File: config.mk
export PLATFORM = sky130hd
export DESIGN_NAME = wdr_top
export DESIGN_NICKNAME = d
export VERILOG_FILES = /design/src/design/wdr_pkg.sv /design/src/design/wdr_top.sv
export SDC_FILE = /design/constraint.sdc
export NUM_CORES = 1
export LEC_CHECK = 0
export ABC_AREA = 1
export CAP_MARGIN = 20
export CORE_MARGIN = 1.5
export CORE_UTILIZATION = 25
export CTS_BUF_LIST = sky130_fd_sc_hd__clkbuf_8 sky130_fd_sc_hd__clkbuf_16
export DETAILED_ROUTE_END_ITERATION = 12
export DONT_BUFFER_PORTS = 1
export PLACE_DENSITY = 0.4
export SLEW_MARGIN = 20
export SYNTH_ARGS = -nofsm -noshare
export SYNTH_HDL_FRONTEND = slang
export SYNTH_SLANG_ARGS = --single-unit
File: constraint.sdc
create_clock -name ref_clk -period 2 [get_ports ref_clk]
set_input_delay 0.1 -clock ref_clk [delete_from_list [all_inputs] [get_ports ref_clk]]
set_output_delay 0.1 -clock ref_clk [all_outputs]
set_load 0.005 [all_outputs]
File: src/design/wdr_pkg.sv
// Package for the watchdog and reset-cause block: register map, field
// positions, reset values, timing counts and carrier types.
// Assumes a 50 MHz ref_clk and a 32-bit APB register bus.
package wdr_pkg;

  // Register byte offsets on APB
  localparam logic [7:0] WDR_OFS_CAUSE = 8'h00;
  localparam logic [7:0] WDR_OFS_WDCTL = 8'h04;

  // reset_cause_status field positions
  localparam int WDR_BIT_PWRUP = 0;
  localparam int WDR_BIT_PIN = 1;
  localparam int WDR_BIT_DROP = 2;
  localparam int WDR_BIT_DOG = 3;
  localparam int WDR_BIT_TPORT = 4;

  // watchdog_control field positions
  localparam int WDR_BIT_PSC_LO = 0;
  localparam int WDR_BIT_EN = 3;
  localparam int WDR_BIT_CE = 4;

  // Values after power-on reset
  localparam logic [4:0] WDR_CAUSE_RST = 5'h01;
  localparam logic [2:0] WDR_PSC_RST = 3'h0;

  // Brown-out level code that switches detection off
  localparam logic [2:0] WDR_BOD_OFF = 3'h7;

  // Clock and watchdog oscillator rates
  localparam int WDR_CLK_HZ = 50_000_000;
  localparam int WDR_DOG_OSC_HZ = 1_000_000;
  localparam int WDR_DOG_DIV = WDR_CLK_HZ / WDR_DOG_OSC_HZ;

  // Change-enable window in clock cycles
  localparam logic [2:0] WDR_CE_CYCLES = 3'h4;

  // Shortest time-out is 16K oscillator cycles, i.e. 2 to the 14th
  localparam int WDR_TO_BASE_LOG2 = 14;
  localparam int WDR_CNT_W = 21;

  // Start-up delay after all reset sources end
  localparam int WDR_STARTUP_US = 65;
  localparam int WDR_STARTUP_CYC = WDR_STARTUP_US * (WDR_CLK_HZ / 1_000_000);

  // Watchdog control fields
  typedef struct packed {
    logic ce;
    logic en;
    logic [2:0] psc;
  } wdr_wdctl_t;

  // Live reset sources
  typedef struct packed {
    logic tport;
    logic dog;
    logic drop;
    logic pin;
  } wdr_src_t;

  // Reset sequencer states, Gray along RUN -> HOLD -> DELAY -> HOLD but not DELAY -> RUN
  typedef enum logic [1:0] {
    WDR_RUN = 2'b00,
    WDR_HOLD = 2'b01,
    WDR_DELAY = 2'b11
  } wdr_seq_t;

endpackage

File: src/design/wdr_top.sv
// Watchdog timer with timed-sequence control register, reset-cause flags,
// reset stretching and the digital enables of brown-out and bandgap.
// Assumes inputs synchronous to ref_clk; rst is the power-on reset.
`timescale 1ns/1ps
module wdr_top
  import wdr_pkg::*;
#(
  parameter int STARTUP_CYC = WDR_STARTUP_CYC,
  // Clocks per watchdog oscillator tick, at most 64; a bench may shorten it
  parameter int DOG_DIV = WDR_DOG_DIV
)
(
  // Clock and power-on reset
  input wire logic ref_clk,
  input wire logic rst,
  // APB slave
  input wire logic [7:0] paddr,
  input wire logic psel,
  input wire logic penable,
  input wire logic pwrite,
  input wire logic [31:0] pwdata,
  output logic [31:0] prdata,
  output logic pready,
  output logic pslverr,
  // Fuses and live conditions
  input wire logic [2:0] brownout_level_fuse,
  input wire logic dog_always_on_fuse,
  input wire logic supply_low,
  input wire logic pin_reset_n,
  input wire logic testport_reset_reg,
  input wire logic dog_restart_instr,
  input wire logic comparator_bandgap_select,
  input wire logic converter_enable,
  // Reset and reference outputs
  output logic dog_reset_pulse,
  output logic brownout_reset,
  output logic core_reset,
  output logic bandgap_enable
);

  // Time-out length for a prescale code, as a terminal count
  function automatic logic [WDR_CNT_W-1:0] dog_limit(input logic [2:0] psc);
    logic [WDR_CNT_W:0] one_hot;
    one_hot = (WDR_CNT_W+1)'(1) << (WDR_TO_BASE_LOG2 + int'(psc));
    dog_limit = WDR_CNT_W'(one_hot - (WDR_CNT_W+1)'(1));
  endfunction

  wdr_wdctl_t ctl_r;
  logic [2:0] ce_cnt_r;
  logic [4:0] cause_r;
  logic [5:0] div_r;
  logic osc_tick;
  logic [WDR_CNT_W-1:0] dog_cnt_r;
  logic dog_pulse_r;
  logic drop_r;
  logic core_reset_r;
  wdr_seq_t seq_r;
  wdr_seq_t seq_nxt;
  logic [12:0] delay_r;
  logic [31:0] prdata_r;
  wdr_src_t src;
  logic bod_on;
  logic dog_on;
  logic setup_ph;
  logic wr_acc;
  logic hit_cause;
  logic hit_ctl;
  logic [4:0] cause_set;

  // Brown-out detection enable from the level fuse
  assign bod_on = (brownout_level_fuse != WDR_BOD_OFF);

  // Effective enable: level 2 forces it on
  assign dog_on = dog_always_on_fuse | ctl_r.en;

  // Bandgap reference request
  assign bandgap_enable = bod_on | comparator_bandgap_select | converter_enable;

  // Live reset sources other than power-on
  assign src.pin = ~pin_reset_n;
  assign src.drop = drop_r;
  assign src.dog = dog_pulse_r;
  assign src.tport = testport_reset_reg;

  // APB decode
  assign hit_cause = (paddr == WDR_OFS_CAUSE);
  assign hit_ctl = (paddr == WDR_OFS_WDCTL);
  assign setup_ph = psel & ~penable;
  assign wr_acc = psel & penable & pwrite;
  assign pready = 1'b1;
  assign pslverr = psel & penable & ~(hit_cause | hit_ctl);
  assign prdata = prdata_r;

  // Read data captured in the setup cycle, valid through the access cycle
  always_ff @(posedge ref_clk or posedge rst)
  begin
    if (rst)
    begin
      prdata_r <= 32'h0000_0000;
    end
    else if (setup_ph & ~pwrite)
    begin
      if (hit_cause)
      begin
        prdata_r <= {27'h0000000, cause_r};
      end
      else if (hit_ctl)
      begin
        prdata_r <= {27'h0000000, ctl_r.ce, dog_on, ctl_r.psc};
      end
      else
      begin
        prdata_r <= 32'h0000_0000;
      end
    end
  end

  // Brown-out reset asserts one clock after the supply-low indication is seen
  always_ff @(posedge ref_clk or posedge rst)
  begin
    if (rst)
    begin
      drop_r <= 1'b0;
    end
    else
    begin
      drop_r <= bod_on & supply_low;
    end
  end
  assign brownout_reset = drop_r;

  // Flags set by each reset source; set wins over a software clear
  always_comb
  begin
    cause_set = 5'h00;
    cause_set[WDR_BIT_TPORT] = src.tport;
    cause_set[WDR_BIT_DOG] = src.dog;
    cause_set[WDR_BIT_DROP] = src.drop;
    cause_set[WDR_BIT_PIN] = src.pin;
  end

  // Reset-cause status: power-on loads only the power-up flag
  always_ff @(posedge ref_clk or posedge rst)
  begin
    if (rst)
    begin
      cause_r <= WDR_CAUSE_RST;
    end
    else if (wr_acc & hit_cause)
    begin
      cause_r <= (cause_r & pwdata[4:0]) | cause_set;
    end
    else
    begin
      cause_r <= cause_r | cause_set;
    end
  end

  // Watchdog control with timed change sequence
  always_ff @(posedge ref_clk or posedge rst)
  begin
    if (rst)
    begin
      ctl_r <= '{ce: 1'b0, en: 1'b0, psc: WDR_PSC_RST};
      ce_cnt_r <= 3'h0;
    end
    else if (core_reset_r)
    begin
      ctl_r <= '{ce: 1'b0, en: 1'b0, psc: WDR_PSC_RST};
      ce_cnt_r <= 3'h0;
    end
    else if (wr_acc & hit_ctl)
    begin
      if (pwdata[WDR_BIT_EN])
      begin
        ctl_r.en <= 1'b1;
      end
      else if (ctl_r.ce)
      begin
        ctl_r.en <= 1'b0;
      end
      if (ctl_r.ce)
      begin
        ctl_r.psc <= pwdata[WDR_BIT_PSC_LO +: 3];
      end
      if (pwdata[WDR_BIT_CE])
      begin
        ctl_r.ce <= 1'b1;
        ce_cnt_r <= WDR_CE_CYCLES;
      end
      else if (ce_cnt_r == 3'h1)
      begin
        ctl_r.ce <= 1'b0;
        ce_cnt_r <= 3'h0;
      end
      else if (ce_cnt_r != 3'h0)
      begin
        ce_cnt_r <= ce_cnt_r - 3'h1;
      end
    end
    else if (ce_cnt_r != 3'h0)
    begin
      ce_cnt_r <= ce_cnt_r - 3'h1;
      if (ce_cnt_r == 3'h1)
      begin
        ctl_r.ce <= 1'b0;
      end
    end
  end

  // Divider giving one tick per watchdog oscillator period
  always_ff @(posedge ref_clk or posedge rst)
  begin
    if (rst)
    begin
      div_r <= 6'h00;
    end
    else if (div_r == 6'(DOG_DIV - 1))
    begin
      div_r <= 6'h00;
    end
    else
    begin
      div_r <= div_r + 6'h01;
    end
  end
  assign osc_tick = (div_r == 6'(DOG_DIV - 1));

  // Watchdog counter and expiry pulse
  always_ff @(posedge ref_clk or posedge rst)
  begin
    if (rst)
    begin
      dog_cnt_r <= '0;
      dog_pulse_r <= 1'b0;
    end
    else
    begin
      dog_pulse_r <= 1'b0;
      if (core_reset_r | ~dog_on | dog_pulse_r)
      begin
        dog_cnt_r <= '0;
      end
      else if (dog_restart_instr)
      begin
        dog_cnt_r <= '0;
      end
      else if (osc_tick)
      begin
        if (dog_cnt_r == dog_limit(ctl_r.psc))
        begin
          dog_cnt_r <= '0;
          dog_pulse_r <= 1'b1;
        end
        else
        begin
          dog_cnt_r <= dog_cnt_r + WDR_CNT_W'(1);
        end
      end
    end
  end
  assign dog_reset_pulse = dog_pulse_r;

  // Reset sequencer: hold while any source is live, then stretch
  always_comb
  begin
    seq_nxt = seq_r;
    unique case (seq_r)
      WDR_RUN:
      begin
        if (|src)
        begin
          seq_nxt = WDR_HOLD;
        end
      end
      WDR_HOLD:
      begin
        if (~|src)
        begin
          seq_nxt = WDR_DELAY;
        end
      end
      WDR_DELAY:
      begin
        if (|src)
        begin
          seq_nxt = WDR_HOLD;
        end
        else if (delay_r == 13'h0001)
        begin
          seq_nxt = WDR_RUN;
        end
      end
      default:
      begin
        seq_nxt = WDR_HOLD;
      end
    endcase
  end

  // Sequencer state and start-up delay count; power-on starts in the delay
  always_ff @(posedge ref_clk or posedge rst)
  begin
    if (rst)
    begin
      seq_r <= WDR_DELAY;
      delay_r <= 13'(STARTUP_CYC);
      core_reset_r <= 1'b1;
    end
    else
    begin
      seq_r <= seq_nxt;
      core_reset_r <= (seq_nxt != WDR_RUN);
      if (seq_nxt != WDR_DELAY)
      begin
        delay_r <= 13'(STARTUP_CYC);
      end
      else if (seq_r == WDR_DELAY)
      begin
        delay_r <= delay_r - 13'h0001;
      end
    end
  end
  assign core_reset = core_reset_r;

endmodule

==> impl_metrics.yaml <==
outcome:
  status: "complete, no violations"
detailed_routing:
  dr.first_iter.drc_count: 166
  drc_errors: 0
  vias: 3459
  first_pass_iters: 4
  wirelength_um: 10000
  ant_nets: 0
  vias_per_cell: 4.25
  wl_per_cell_um: 12.3
logic_synthesis:
  ys_warn_count: 0
  synth_cell_types: 38
  synth_edf_count: 0
  synth_area_um2: 4150
  yosys.area.top_type: "dfrtp_1"
  synth_flop_cell: "dfrtp_1"
  synth.area.top_cells: "dfrtp_1 (32%), nand2_1 (13%), inv_1 (6.5%)"
  syn_inst: 553
  yosysSeqAreaShare_pct: 38.3
  postSynthAreaPerCell_um2: 7.50
  netlist.area_leader.share_pct: 32.0
  async_flop_share_pct: 100
  yosys_register_bits: 63
timing:
  rsz0062_at_grt: "false"
  setup_viol: 0
  skew_ns: 0.00911
  hold_viol: 0
  slew_viol_final: 0
  tns_ns: 0
  period_needed_ns: 1.86
  fmaxAchievable_ghz: 0.537
  fin_crit_sh_pct: 93.0
layout:
  layout.cells.non_filler: 813
  multiInputGateArea_um2: 2210
  antennaDiodeCount: 0
  layout-drive-gt1-share_pct: 16.2
  nets: 659
  seqCellArea_um2: 1590
  fin_util_pct: 31.1
  area_growth_pct: 20.3
  fillers: 1744
  layout_common_cells: "nand2_1 (141), inv_1 (72), nor2_1 (62)"
  final_common_cell: "nand2_1"
power:
  irDropWorstVdd_uv: 426
  leakage_uw: 0.00231
  p_per_area_nw_per_um2: 642
worst_setup_path:
  cp_common_cell: "nand2_1"
  reg2reg_to: "dog_cnt_r[3]$_DFFE_PP0P_"
  startpoint: "ctl_r[1]$_DFFE_PP0P_"
  cp_top_family: "simple AND/OR/NAND/NOR gates"
  worst_r2r_startpoint: "ctl_r[1]$_DFFE_PP0P_"
  crit_required_ns: 2.22
  slowest_delay_ns: 0.40
  rr_worst_depth: 13
  start_kind: "flop"
  cp_slowest_cell: "dfrtp_1"
  crit_path_max_fanout: 9
  cp_num_buf_inv: 3
  cp_cell_sequence: "buf_6 > ha_1 > inv_1 > nand2_1 > nand2_2 > inv_1 > nand2_1 > and2_4 > nand2_4 > nor2_4 > nand3_4 > nand3_1 > nand2_1"
  ff2ff_setup_slack_ns: 0.14
  crit_type: "reg -> reg"
  cp.arrival_ns: 2.08
  worstSetupEndpointType: "flop"
clocking:
  clk_latency_ns: 0.34
  clockBufferDepth: 2
  cts_max_level: 3
  cts_setup_buffers: 0
  cts_made_buffers: 9
  cts_root_buf: "clkbuf_16"
  numClockSinks: 63
  cts_tree: "built"
  clkTransAtPathRegs_ns: 0.05
floorplan:
  die_x_um: 132
  start_util_pct: 25.8
  coreArea_um2: 16100
  die_y_um: 132
  die_area_um2: 17400
  ios: 93
  row_count: 46
grt:
  antenna_found_initial: 0
  grt_start_max_net_pins: 64
  grt_use_total_pct: 12.1
  grt_overflow: 0
  grt_pass1_vias: 3397
  grt_pass1_wl_um: 16900
worst_hold_path:
  min_from: "pin_reset_n"
  hold_depth: 3
  min_delay_worst_endpoint: "seq_r[0]$_DFF_PP1_"
  hold_class: "in -> reg"
placed_design:
  dp_hpwl_um: 7250
  port_buffers: 0
  placed_cells: 782
  gp_congestion: 0.814
run:
  maxCapViolCount: 0
-- metal layers --
metal  track usage (%)  part of all wire, %  up-vias
met5                 0                    0        -
met4              4.07                  1.5        0
met3              3.31                  3.4       11
met2              19.2                   46       69
met1              16.0                   49     1609
li1                  -                    -     1770
-- cell families (layout without fill, tap and decap cells) --
logic type,Yosys count,count (layout),synth area share (%)
XOR/XNOR,25,25,5.28
adder cells (fa/ha/maj),12,12,3.62
other,2,28,0.181
AO/OA/AOI/OAI,38,38,5.43
AND/OR/NAND/NOR,305,306,34.5
buffers and inverters,108,125,12.6
flip-flops,63,63,38.3
-- synth_stat cells, types with 3 or more instances --
cell       number
nand4_1         6
nand2_1       143
nand3_2        10
dfstp_2        10
inv_2           4
dfrtp_1        53
ha_1           12
nand3_1        45
inv_1          72
or2_2           4
nor3_1          9
o21ai_0        14
o41ai_1         3
nand2_2        10
a21oi_1        12
nor2_1         63
buf_4          29
xor2_1         19
a2bb2oi_1       5
xnor2_1         6
-- power breakdown --
| group | internal [µW] | switching [µW] |
|---|---|---|
| sequential | 1300 | 19.3 |
| combinational | 47.9 | 76.2 |
| clock | 1200 | 555 |
| total | 2550 | 651 |
-- per-stage QoR --
stage	hold slack, ns	area [µm²]	power [µW]	worst slack [ns]
2_1_floorplan	0.175	4240	1450	0.0937
3_5_place_dp	0.0965	4430	1450	0.0405
4_1_cts	0.0114	4890	3260	0.0284
6_report	0.0239	4990	3200	0.139
3_3_place_gp	0.0906	4430	1450	0.0518
5_1_grt	0.0266	4990	3330	0.000643
-- final cells by class --
type                    count  share of cell area [%]
inverters                  76                    5.80
well taps                 216                    5.42
multi-input cells         409                    44.3
clock buffers               9                    4.52
flip-flops and latches     63                    31.9
clock inverters             7                    2.13
repair inverters            1                   0.151
repair buffers             32                    5.80
-- what timing repair did --
action | CTS | global route
gates resized for setup | 0 | 19
hold endpoints to repair | 68 | 0
setup endpoints to repair | 0 | 19
hold buffers | 13 | 0
-- state kept, by name, summed over array words and instances, names as in the netlist, 2 cells and up --
name,flops
dog_cnt_r,21
cause_r,5
prdata,5
ctl_r,5
ce_cnt_r,3
delay_r,13
div_r,6
seq_r,2
-- worst register-to-register path, cell delays in order, from the launching register on --
cell,delay (ns)
dfrtp_1,0.40
buf_6,0.15
ha_1,0.20
inv_1,0.05
nand2_1,0.05
nand2_2,0.08
inv_1,0.04
nand2_1,0.06
and2_4,0.15
nand2_4,0.05
nor2_4,0.16
nand3_4,0.19
nand3_1,0.12
nand2_1,0.06
-- worst max path at each step --
stage	slack [ns]	cells after the start	endpoint
finish	0.14	13	dog_cnt_r[3]$_DFFE_PP0P_
global route	0.0006	13	dog_cnt_r[5]$_DFFE_PP0P_
CTS	0.03	10	dog_cnt_r[7]$_DFFE_PP0P_
detailed placement	0.04	10	dog_cnt_r[7]$_DFFE_PP0P_
global placement	0.05	12	dog_cnt_r[8]$_DFFE_PP0P_
floorplan	0.09	12	dog_cnt_r[12]$_DFFE_PP0P_
Note: power is estimated with default switching activity, not from simulation.
